$ cat src/rtl/spmc_pkg.sv
package spmc_pkg;

    // ------------------------------------------------------------
    // Register indices (byte address is four times the index).
    // ------------------------------------------------------------
    localparam int AXI_ADDR_W = 12;
    localparam logic [7:0] IDX_CAL3 = 8'h40;
    localparam logic [7:0] IDX_CAL2 = 8'h41;
    localparam logic [7:0] IDX_CAL1 = 8'h42;
    localparam logic [7:0] IDX_CAL0 = 8'h43;
    localparam logic [7:0] IDX_PRI_STAT = 8'h30;
    localparam logic [7:0] IDX_SEC_STAT = 8'h31;
    localparam logic [7:0] IDX_CTRL = 8'h32;
    localparam logic [7:0] IDX_CORE_STAT = 8'h33;

    // ------------------------------------------------------------
    // Field positions and reset values.
    // ------------------------------------------------------------
    localparam int STAT_FREQ_LSB = 3;
    localparam int STAT_HOLD_BIT = 1;
    localparam int STAT_LIMIT_BIT = 0;
    localparam int CTRL_MODE_LO_BIT = 0;
    localparam int CTRL_MODE_HI_BIT = 1;
    localparam int CTRL_REF_BIT = 2;
    localparam int CTRL_ARD_BIT = 3;
    localparam int CTRL_RELEASE_BIT = 4;
    localparam int CTRL_W = 5;
    localparam logic [4:0] CTRL_RESET = 5'h02;
    localparam logic [7:0] CAL_RESET = 8'h00;
    localparam int CORE_LOCK_BIT = 0;
    localparam int CORE_HOLD_BIT = 1;
    localparam int CORE_FREE_BIT = 2;

    // ------------------------------------------------------------
    // Encodings and qualification counts.
    // ------------------------------------------------------------
    localparam logic [1:0] FREQ_19M44 = 2'h0;
    localparam logic [1:0] FREQ_8K = 2'h1;
    localparam logic [1:0] FREQ_1M544 = 2'h2;
    localparam logic [1:0] FREQ_2M048 = 2'h3;
    localparam logic [1:0] MODE_NORMAL = 2'h0;
    localparam logic [1:0] MODE_HOLDOVER = 2'h1;
    localparam int QUAL_W = 10;
    localparam logic [9:0] QUAL_T1E1 = 10'h040;
    localparam logic [9:0] QUAL_19M44 = 10'h200;
    localparam logic [9:0] QUAL_8K = 10'h001;
    localparam logic [1:0] RESP_OKAY = 2'h0;
    localparam logic [1:0] RESP_SLVERR = 2'h2;

    typedef enum logic [2:0] {
        ST_FREERUN,
        ST_HOLD_MANUAL,
        ST_ACQUIRE,
        ST_NORMAL,
        ST_AUTO_HOLD
    } spmc_state_type;

endpackage : spmc_pkg

$ cat src/rtl/spmc_mode_ctrl.sv
`timescale 1ns/1ps
// Notes on behaviour
// - Status bits 4-3 give the secondary reference frequency code.
// - Status bit 1 high while the secondary acquisition loop is in holdover.
// - Status bit 0 high while the secondary loop exceeds its capture range.
// - Calibration word is four RW byte registers at indices 0x40-0x43, reset zero.
// - Normal selected: pass through holdover, acquire, then normal; else wait.
// - Holdover without prior lock keeps free-run accuracy on the core.
// - Valid reference clears acquisition holdover; core then locks to normal alone.
// - Normal mode drives the lock status bit and the lock pin high.
// - Frequency offset beyond 30000 ppm declares reference failure.
// - Phase hit over half a cycle fails the reference, except at 8 kHz.
// - Failure in normal forces auto holdover: lock low, holdover high.
// - Auto return after 64, 512 or 1 clean reference cycles when enabled.
// - With auto return disabled, a rising manual release returns to normal.
// - A release edge while the reference is still bad is ignored.
// - Return to normal is hitless: core realigns phase instead of jumping.
// - Changing the reference in normal passes through holdover and relocks.
module spmc_mode_ctrl #(
    parameter int LOCK_CYCLES = 16
) (
    input wire logic aclk,
    input wire logic aresetn,
    input wire logic [11:0] s_axi_awaddr,
    input wire logic s_axi_awvalid,
    output logic s_axi_awready,
    input wire logic [31:0] s_axi_wdata,
    input wire logic [3:0] s_axi_wstrb,
    input wire logic s_axi_wvalid,
    output logic s_axi_wready,
    output logic [1:0] s_axi_bresp,
    output logic s_axi_bvalid,
    input wire logic s_axi_bready,
    input wire logic [11:0] s_axi_araddr,
    input wire logic s_axi_arvalid,
    output logic s_axi_arready,
    output logic [31:0] s_axi_rdata,
    output logic [1:0] s_axi_rresp,
    output logic s_axi_rvalid,
    input wire logic s_axi_rready,
    input wire logic [1:0] ref_clk,
    input wire logic [1:0] ref_lost,
    input wire logic [1:0] ref_freq_bad,
    input wire logic [1:0] ref_phase_hit,
    input wire logic [1:0] ref_capture_exceed,
    input wire logic [3:0] ref_freq_code,
    output logic lock_out,
    output logic holdover_out,
    output logic freerun_out,
    output logic core_track,
    output logic core_freerun_accuracy,
    output logic core_ref_sel,
    output logic phase_realign,
    output logic [31:0] mclk_freq_cal
);

    // The lock counter is 16 bits wide, so longer lock times cannot be served.
    if (LOCK_CYCLES < 1 || LOCK_CYCLES > 65535)
    begin : g_bad_lock
        $error("LOCK_CYCLES must be within 1 to 65535.");
    end

    // ------------------------------------------------------------
    // Helpers
    // ------------------------------------------------------------

    // Clean reference cycles needed before the loop leaves holdover.
    function automatic logic [9:0] qual_count(input logic [1:0] code);
        case (code)
            spmc_pkg::FREQ_8K: qual_count = spmc_pkg::QUAL_8K;
            spmc_pkg::FREQ_19M44: qual_count = spmc_pkg::QUAL_19M44;
            default: qual_count = spmc_pkg::QUAL_T1E1;
        endcase
    endfunction : qual_count

    // Index of a word address, or all ones when it lies outside the map.
    function automatic logic [8:0] word_index(input logic [11:0] addr);
        word_index = (addr[11:10] == 2'h0) ? {1'b0, addr[9:2]} : 9'h1ff;
    endfunction : word_index

    // ------------------------------------------------------------
    // Pin synchronisers
    // ------------------------------------------------------------
    logic [13:0] sync_a;
    logic [13:0] sync_b;
    logic [1:0] clk_prev;
    logic [13:0] next_sync_a;
    logic [13:0] next_sync_b;
    logic [1:0] next_clk_prev;

    // Every reference pin is asynchronous; only the second stage is read.
    always_comb
    begin
        next_sync_a = {ref_freq_code, ref_capture_exceed, ref_phase_hit,
                       ref_freq_bad, ref_lost, ref_clk};
        next_sync_b = sync_a;
        next_clk_prev = sync_b[1:0];
    end

    always_ff @(posedge aclk)
    begin
        if (!aresetn)
        begin
            sync_a <= 14'h0000;
            sync_b <= 14'h0000;
            clk_prev <= 2'h0;
        end
        else
        begin
            sync_a <= next_sync_a;
            sync_b <= next_sync_b;
            clk_prev <= next_clk_prev;
        end
    end

    logic [1:0] clk_s;
    logic [1:0] lost_s;
    logic [1:0] bad_s;
    logic [1:0] hit_s;
    logic [1:0] limit_s;
    logic [3:0] code_s;
    assign clk_s = sync_b[1:0];
    assign lost_s = sync_b[3:2];
    assign bad_s = sync_b[5:4];
    assign hit_s = sync_b[7:6];
    assign limit_s = sync_b[9:8];
    assign code_s = sync_b[13:10];

    // ------------------------------------------------------------
    // Acquisition loop holdover tracking, one per reference
    // ------------------------------------------------------------
    logic [1:0] acq_hold;
    logic [9:0] qual_cnt [2];
    logic [1:0] next_acq_hold;
    logic [9:0] next_qual_cnt [2];

    // Sampling at 40 MHz sees a 19.44 MHz reference only marginally,
    // so its clean-cycle count is a lower bound, never an overcount.
    always_comb
    begin
        for (int i = 0; i < 2; i++)
        begin
            next_acq_hold[i] = acq_hold[i];
            next_qual_cnt[i] = qual_cnt[i];
            if (lost_s[i] || bad_s[i] ||
                (hit_s[i] && code_s[2*i +: 2] != spmc_pkg::FREQ_8K))
            begin
                next_acq_hold[i] = 1'b1;
                next_qual_cnt[i] = 10'h000;
            end
            else if (acq_hold[i] && clk_s[i] && !clk_prev[i])
            begin
                if (qual_cnt[i] + 10'h001 >= qual_count(code_s[2*i +: 2]))
                begin
                    next_acq_hold[i] = 1'b0;
                    next_qual_cnt[i] = 10'h000;
                end
                else
                begin
                    next_qual_cnt[i] = qual_cnt[i] + 10'h001;
                end
            end
        end
    end

    // Loops start in holdover: nothing has been acquired after reset.
    always_ff @(posedge aclk)
    begin
        if (!aresetn)
        begin
            acq_hold <= 2'h3;
            qual_cnt[0] <= 10'h000;
            qual_cnt[1] <= 10'h000;
        end
        else
        begin
            acq_hold <= next_acq_hold;
            qual_cnt[0] <= next_qual_cnt[0];
            qual_cnt[1] <= next_qual_cnt[1];
        end
    end

    // ------------------------------------------------------------
    // Core mode state machine
    // ------------------------------------------------------------
    logic [4:0] ctrl;
    logic [1:0] mode_sel;
    logic ref_choice;
    logic auto_return_disable;
    logic manual_hold_release;
    assign mode_sel = {ctrl[spmc_pkg::CTRL_MODE_HI_BIT], ctrl[spmc_pkg::CTRL_MODE_LO_BIT]};
    assign ref_choice = ctrl[spmc_pkg::CTRL_REF_BIT];
    assign auto_return_disable = ctrl[spmc_pkg::CTRL_ARD_BIT];
    assign manual_hold_release = ctrl[spmc_pkg::CTRL_RELEASE_BIT];

    spmc_pkg::spmc_state_type state;
    spmc_pkg::spmc_state_type next_state;
    logic [15:0] lock_cnt;
    logic [15:0] next_lock_cnt;
    logic release_prev;
    logic ref_prev;
    logic ever_locked;
    logic next_ever_locked;
    logic next_realign;
    logic act_hold;
    logic release_rise;
    assign act_hold = acq_hold[ref_choice];
    assign release_rise = manual_hold_release && !release_prev;

    // Mode transitions; codes other than normal and holdover mean free-run.
    always_comb
    begin
        next_state = state;
        next_lock_cnt = lock_cnt;
        next_realign = 1'b0;
        next_ever_locked = ever_locked;
        if (mode_sel == spmc_pkg::MODE_HOLDOVER)
        begin
            next_state = spmc_pkg::ST_HOLD_MANUAL;
        end
        else if (mode_sel != spmc_pkg::MODE_NORMAL)
        begin
            next_state = spmc_pkg::ST_FREERUN;
        end
        else
        begin
            case (state)
                spmc_pkg::ST_FREERUN, spmc_pkg::ST_HOLD_MANUAL:
                begin
                    next_state = spmc_pkg::ST_ACQUIRE;
                    next_lock_cnt = 16'h0000;
                end
                spmc_pkg::ST_ACQUIRE:
                begin
                    if (act_hold || ref_choice != ref_prev)
                    begin
                        next_lock_cnt = 16'h0000;
                    end
                    else if (lock_cnt == 16'(LOCK_CYCLES - 1))
                    begin
                        next_state = spmc_pkg::ST_NORMAL;
                        next_realign = 1'b1;
                        next_ever_locked = 1'b1;
                    end
                    else
                    begin
                        next_lock_cnt = lock_cnt + 16'h0001;
                    end
                end
                spmc_pkg::ST_NORMAL:
                begin
                    if (ref_choice != ref_prev)
                    begin
                        next_state = spmc_pkg::ST_ACQUIRE;
                        next_lock_cnt = 16'h0000;
                    end
                    else if (act_hold)
                    begin
                        next_state = spmc_pkg::ST_AUTO_HOLD;
                    end
                end
                spmc_pkg::ST_AUTO_HOLD:
                begin
                    if (ref_choice != ref_prev)
                    begin
                        next_state = spmc_pkg::ST_ACQUIRE;
                        next_lock_cnt = 16'h0000;
                    end
                    else if (!act_hold && (!auto_return_disable || release_rise))
                    begin
                        next_state = spmc_pkg::ST_NORMAL;
                        next_realign = 1'b1;
                    end
                end
                default:
                begin
                    next_state = spmc_pkg::ST_FREERUN;
                end
            endcase
        end
    end

    // Outputs are registered from the next state so they change together.
    always_ff @(posedge aclk)
    begin
        if (!aresetn)
        begin
            state <= spmc_pkg::ST_FREERUN;
            lock_cnt <= 16'h0000;
            release_prev <= 1'b0;
            ref_prev <= 1'b0;
            ever_locked <= 1'b0;
            lock_out <= 1'b0;
            holdover_out <= 1'b0;
            freerun_out <= 1'b1;
            core_track <= 1'b0;
            core_freerun_accuracy <= 1'b1;
            core_ref_sel <= 1'b0;
            phase_realign <= 1'b0;
        end
        else
        begin
            state <= next_state;
            lock_cnt <= next_lock_cnt;
            release_prev <= manual_hold_release;
            ref_prev <= ref_choice;
            ever_locked <= next_ever_locked;
            lock_out <= (next_state == spmc_pkg::ST_NORMAL);
            holdover_out <= (next_state == spmc_pkg::ST_HOLD_MANUAL ||
                             next_state == spmc_pkg::ST_ACQUIRE ||
                             next_state == spmc_pkg::ST_AUTO_HOLD);
            freerun_out <= (next_state == spmc_pkg::ST_FREERUN);
            core_track <= (next_state == spmc_pkg::ST_NORMAL);
            core_freerun_accuracy <= !next_ever_locked;
            core_ref_sel <= ref_choice;
            phase_realign <= next_realign;
        end
    end

    // ------------------------------------------------------------
    // AXI4-Lite register slave
    // ------------------------------------------------------------
    logic aw_pend;
    logic w_pend;
    logic [8:0] aw_idx;
    logic [7:0] w_byte;
    logic w_lane0;
    logic [31:0] cal;
    logic next_aw_pend;
    logic next_w_pend;
    logic [8:0] next_aw_idx;
    logic [7:0] next_w_byte;
    logic next_w_lane0;
    logic [31:0] next_cal;
    logic [4:0] next_ctrl;
    logic next_bvalid;
    logic [1:0] next_bresp;
    logic next_rvalid;
    logic [31:0] next_rdata;
    logic [1:0] next_rresp;
    logic [7:0] pri_stat;
    logic [7:0] sec_stat;
    logic [7:0] core_stat;
    logic [8:0] ar_idx;

    assign s_axi_awready = !aw_pend && !s_axi_bvalid;
    assign s_axi_wready = !w_pend && !s_axi_bvalid;
    assign s_axi_arready = !s_axi_rvalid;
    assign mclk_freq_cal = cal;
    assign ar_idx = word_index(s_axi_araddr);

    // live status, no read side effects
    assign pri_stat = {3'h0, code_s[1:0], 1'b0, acq_hold[0], limit_s[0]};
    assign sec_stat = {3'h0, code_s[3:2], 1'b0, acq_hold[1], limit_s[1]};
    assign core_stat = {5'h00, freerun_out, holdover_out, lock_out};

    // Address and data are latched separately so either may come first.
    always_comb
    begin
        next_aw_pend = aw_pend;
        next_w_pend = w_pend;
        next_aw_idx = aw_idx;
        next_w_byte = w_byte;
        next_w_lane0 = w_lane0;
        next_cal = cal;
        next_ctrl = ctrl;
        next_bvalid = s_axi_bvalid && !s_axi_bready;
        next_bresp = s_axi_bresp;
        next_rvalid = s_axi_rvalid && !s_axi_rready;
        next_rdata = s_axi_rdata;
        next_rresp = s_axi_rresp;
        if (s_axi_awvalid && s_axi_awready)
        begin
            next_aw_pend = 1'b1;
            next_aw_idx = word_index(s_axi_awaddr);
        end
        if (s_axi_wvalid && s_axi_wready)
        begin
            next_w_pend = 1'b1;
            next_w_byte = s_axi_wdata[7:0];
            next_w_lane0 = s_axi_wstrb[0];
        end
        if (aw_pend && w_pend)
        begin
            next_aw_pend = 1'b0;
            next_w_pend = 1'b0;
            next_bvalid = 1'b1;
            next_bresp = spmc_pkg::RESP_OKAY;
            case (aw_idx)
                {1'b0, spmc_pkg::IDX_CAL3}: if (w_lane0) next_cal[31:24] = w_byte;
                {1'b0, spmc_pkg::IDX_CAL2}: if (w_lane0) next_cal[23:16] = w_byte;
                {1'b0, spmc_pkg::IDX_CAL1}: if (w_lane0) next_cal[15:8] = w_byte;
                {1'b0, spmc_pkg::IDX_CAL0}: if (w_lane0) next_cal[7:0] = w_byte;
                // software owns mode and release bits
                {1'b0, spmc_pkg::IDX_CTRL}: if (w_lane0) next_ctrl = w_byte[4:0];
                {1'b0, spmc_pkg::IDX_PRI_STAT}, {1'b0, spmc_pkg::IDX_SEC_STAT},
                {1'b0, spmc_pkg::IDX_CORE_STAT}: next_bresp = spmc_pkg::RESP_OKAY;
                default: next_bresp = spmc_pkg::RESP_SLVERR;
            endcase
        end
        if (s_axi_arvalid && s_axi_arready)
        begin
            next_rvalid = 1'b1;
            next_rresp = spmc_pkg::RESP_OKAY;
            next_rdata = 32'h00000000;
            case (ar_idx)
                {1'b0, spmc_pkg::IDX_CAL3}: next_rdata[7:0] = cal[31:24];
                {1'b0, spmc_pkg::IDX_CAL2}: next_rdata[7:0] = cal[23:16];
                {1'b0, spmc_pkg::IDX_CAL1}: next_rdata[7:0] = cal[15:8];
                {1'b0, spmc_pkg::IDX_CAL0}: next_rdata[7:0] = cal[7:0];
                {1'b0, spmc_pkg::IDX_CTRL}: next_rdata[4:0] = ctrl;
                {1'b0, spmc_pkg::IDX_PRI_STAT}: next_rdata[7:0] = pri_stat;
                {1'b0, spmc_pkg::IDX_SEC_STAT}: next_rdata[7:0] = sec_stat;
                {1'b0, spmc_pkg::IDX_CORE_STAT}: next_rdata[7:0] = core_stat;
                default: next_rresp = spmc_pkg::RESP_SLVERR;
            endcase
        end
    end

    // Control resets to free-run so the core idles until software is ready.
    always_ff @(posedge aclk)
    begin
        if (!aresetn)
        begin
            aw_pend <= 1'b0;
            w_pend <= 1'b0;
            aw_idx <= 9'h000;
            w_byte <= 8'h00;
            w_lane0 <= 1'b0;
            cal <= {4{spmc_pkg::CAL_RESET}};
            ctrl <= spmc_pkg::CTRL_RESET;
            s_axi_bvalid <= 1'b0;
            s_axi_bresp <= 2'h0;
            s_axi_rvalid <= 1'b0;
            s_axi_rdata <= 32'h00000000;
            s_axi_rresp <= 2'h0;
        end
        else
        begin
            aw_pend <= next_aw_pend;
            w_pend <= next_w_pend;
            aw_idx <= next_aw_idx;
            w_byte <= next_w_byte;
            w_lane0 <= next_w_lane0;
            cal <= next_cal;
            ctrl <= next_ctrl;
            s_axi_bvalid <= next_bvalid;
            s_axi_bresp <= next_bresp;
            s_axi_rvalid <= next_rvalid;
            s_axi_rdata <= next_rdata;
            s_axi_rresp <= next_rresp;
        end
    end

endmodule : spmc_mode_ctrl

$ cat config.mk
export PLATFORM = sky130hd
export DESIGN_NAME = spmc_mode_ctrl
export DESIGN_NICKNAME = d
export VERILOG_FILES = /design/src/rtl/spmc_pkg.sv /design/src/rtl/spmc_mode_ctrl.sv
export SDC_FILE = /design/constraint.sdc
export NUM_CORES = 1
export LEC_CHECK = 0
export ABC_AREA = 1
export BUFFER_PORTS_ARGS = -buffer_cell sky130_fd_sc_hd__buf_2
export CAP_MARGIN = 5
export CORE_MARGIN = 5
export CORE_UTILIZATION = 25
export CTS_BUF_LIST = sky130_fd_sc_hd__clkbuf_4
export DETAILED_ROUTE_END_ITERATION = 10
export PLACE_DENSITY = 0.41
export REMOVE_ABC_BUFFERS = 1
export SETUP_SLACK_MARGIN = 0.02
export SKIP_LAST_GASP = 1
export SLEW_MARGIN = 20
export SYNTH_ARGS = -nofsm -noshare
export SYNTH_HDL_FRONTEND = slang
export SYNTH_SLANG_ARGS = --single-unit
$ cat constraint.sdc
create_clock -name aclk -period 2.8 [get_ports aclk]
set_clock_uncertainty 0.1 [all_clocks]
set_input_delay 0.42 -clock aclk [delete_from_list [all_inputs] [get_ports aclk]]
set_output_delay 0.42 -clock aclk [all_outputs]
set_load 0.02 [all_outputs]
==> flow_summary.json <==
{
  "async_flop_share": 0,
  "synthMuxAreaShare": 0.00430,
  "globalRouteOverflowTotal": 0,
  "rows": 61,
  "synth_xor_area_frac": 0.0125,
  "busiest_layer": "met2",
  "drt_iter0_markers": 283,
  "p_per_area_nw_per_um2": 474,
  "start_util": 0.252,
  "r2r_start": "qual_cnt[0][1]",
  "tightest_slew_ns": 0.790,
  "synth-simple-area-share": 0.274,
  "grt_use_met3": 0.0299,
  "routed_wl_mm": 19.9,
  "viasPerCell": 4.22,
  "final_cell_mix": "nand2_1 (216), inv_1 (160), dfxtp_1 (148), nor2_1 (113), buf_2 (103)",
  "synth.avg_cell_area_um2": 7.02,
  "nFillCells": 3103,
  "switchingPower_w": 0.00129,
  "cp_max_fo": 10,
  "cts_root_buffer": "clkbuf_4",
  "combinationalPowerShare": 0.093,
  "start_kind": "register",
  "finalSetupTns_ns": 0,
  "cts_resized": 0,
  "hold_start": "s_axi_awaddr[10]",
  "grt_use_total": 0.128,
  "routedWlPerCell_um": 13.0,
  "num-nets-final": 1226,
  "p_clk_frac": 0.357,
  "dp_hpwl_mm": 14.5,
  "met1_usage": 0.167,
  "use_met2": 0.215,
  "p_int_w": 0.00273,
  "fin_crit_sh": 0.872,
  "crit_type": "reg -> reg",
  "clock_path_buffers": 2,
  "cap_violations": 0,
  "ir_drop_mv": 0.275,
  "vias": 6460,
  "cts.clk_slew.worst_paths_ns": 0.16,
  "reg2reg_slack_ns": 0.36,
  "syn_area_um2": 6980,
  "rsz0062_at_grt": "no",
  "critPathCaptureType": "register",
  "num_io_pins": 161,
  "die_w_um": 177,
  "total_power_w": 0.00402,
  "yosysSeqAreaShare": 0.424,
  "yosysWarnings": 0,
  "port_buffers": 103,
  "finalHoldViolCount": 0,
  "antenna_left": 0,
  "p_leak_nw": 3.91,
  "cts.sinks": 148,
  "synth-edff-count": 0,
  "drv_slew": 0,
  "antenna_found_initial": 2,
  "hold_depth": 3,
  "drive_above_1_share": 0.151,
  "relSlewSlack": 0.469,
  "setup_viol": 0,
  "synth-compound-area-share": 0.134,
  "worstPathRequired_ns": 3.16,
  "worstReg2RegEnd": "qual_cnt[0][4]",
  "numCtsBuffers": 17,
  "die_area_um2": 31400,
  "synth_top_family_by_area": "simple AND/OR/NAND/NOR gates",
  "whs_endpoint": "aw_idx[3]",
  "seqPwrFrac": 0.551,
  "die_y_um": 177,
  "swShare": 0.321,
  "core_region_area_um2": 27700,
  "drt_pass1_iterations": 5,
  "synthAdderAreaFrac": 0.0161,
  "fin_ws_ns": 0.359,
  "arrival_ns": 2.80,
  "grt_max_degree": 68,
  "route.detailed.drc": 0,
  "ys_seq_elements": 148,
  "synthDistinctLibCells": 43,
  "syn_inst": 995,
  "final_common_cell": "nand2_1",
  "period_minus_slack_ns": 2.44,
  "place_congestion": 0.781,
  "r2r_cells": 14,
  "synth_flop_cell": "dfxtp_1",
  "hold_class": "in -> reg",
  "cts_tree": "done",
  "grt_first_pass_wirelength_mm": 32.0,
  "status": "completed",
  "first_global_vias": 6226,
  "preCtsSetupSlack_ns": 0.335,
  "clock_latency_ns": 0.57,
  "cts_max_level": 4,
  "max_freq_mhz": 410,
  "areaGrowthSynthToFinish_pct": 21.4
}
==> per-stage QoR <==
step | cell area, µm² | util | instances | hold WS [ns]
3_5_place_dp | 7870 | 0.284 | 1466 | 0.304
6_report | 8480 | 0.306 | 1529 | 0.0555
4_1_cts | 8470 | 0.306 | 1527 | 0.00260
3_3_place_gp | 7870 | 0.284 | 1466 | 0.306
5_1_grt | 8480 | 0.306 | 1529 | 0.00625
2_1_floorplan | 6760 | - | 969 | 0.290
==> cell usage after synthesis (2+ instances only) <==
master	instances	area share
xor2_1	8	0.010
inv_1	160	0.086
nor2_1	113	0.061
ha_1	9	0.016
dfxtp_1	148	0.42
a221oi_1	5	0.0063
nand2_1	216	0.12
a21oi_1	44	0.032
nand2_2	2	0.0018
o21bai_1	2	0.0021
nand4_1	16	0.014
xnor2_1	2	0.0025
a31oi_1	8	0.0072
nor4_1	3	0.0027
o211ai_1	3	0.0032
inv_2	4	0.0021
o21ai_0	73	0.052
a2111oi_0	2	0.0025
buf_4	28	0.030
nand3_1	63	0.045
buf_2	5	0.0036
nor3_1	21	0.015
nor2_2	3	0.0027
a211oi_1	17	0.018
nor2_4	2	0.0032
mux2i_1	3	0.0043
clkbuf_1	16	0.0086
buf_6	2	0.0032
nor3_2	3	0.0043
==> sequential cells by signal, summed over array words and instances (netlist names), 2 cells and up <==
name	flops
mclk_freq_cal	32
qual_cnt	20
lock_cnt	16
next_sync_b	14
sync_b	14
aw_idx	9
s_axi_rdata	8
w_byte	8
ctrl	5
state	3
acq_hold	2
clk_prev	2
==> cells by family after synthesis <==
family                   count (synthesis)
AND/OR/NAND/NOR                        447
buffers and inverters                  215
AO/OA/AOI/OAI                          162
flip-flops                             148
XOR/XNOR                                10
adder cells (fa/ha/maj)                  9
multiplexers                             3
other                                    1
==> power groups by stage <==
stage	sequential (W)	combinational, W	clock (W)
after floorplan	0.00225	0.000204	0
after global placement	0.00226	0.000346	0
after detailed placement	0.00226	0.000347	0
after CTS	0.00222	0.000378	0.00151
after global routing	0.00223	0.000424	0.00159
final	0.00221	0.000372	0.00143
==> routing by layer <==
layer / vias up / wire length (µm)
met5: - / 0
met2: 99 / 9210
met1: 2921 / 9750
met4: 0 / 204
met3: 18 / 726
li1: 3422 / -
==> cell type report <==
cell class	instances	area, µm²	area share
inverter	164	616	0.0726
clock inverter	15	188	0.0221
clock buffer	17	128	0.0151
multi-input combinational	657	3180	0.375
timing repair buffer	148	926	0.109
sequential	148	2960	0.350
tap	378	473	0.0558
antenna	2	5.00	0.000590
==> what timing repair did <==
item,in CTS,in global routing
endpoints found under the hold margin,29,0
hold buffers,29,0
buffers inserted,0,0
==> how the worst max path moves through the flow <==
stage | start | to | slack (ns) | depth (start not counted)
after floorplan | qual_cnt[0][0] | qual_cnt[0][0] | 0.60 | 14
after global placement | qual_cnt[0][1] | qual_cnt[0][2] | 0.36 | 14
after detailed placement | qual_cnt[0][1] | qual_cnt[0][4] | 0.33 | 14
after CTS | qual_cnt[0][1] | qual_cnt[0][4] | 0.31 | 14
after global routing | qual_cnt[0][1] | qual_cnt[0][4] | 0.04 | 14
final | qual_cnt[0][1] | qual_cnt[0][4] | 0.36 | 14
==> worst max-delay path, stage by stage, from the launching register on <==
cell      delay [ns]
dfxtp_1         0.44
ha_1            0.25
nand4_1         0.14
nor2_1          0.14
xor2_1          0.20
inv_1           0.06
ha_1            0.26
inv_1           0.03
o21bai_1        0.14
nand2_1         0.06
nand2_1         0.04
nand2_1         0.05
nand2_1         0.06
nand2_1         0.30
nor2_1          0.07
No activity file was read; power rests on OpenSTA's default activity.
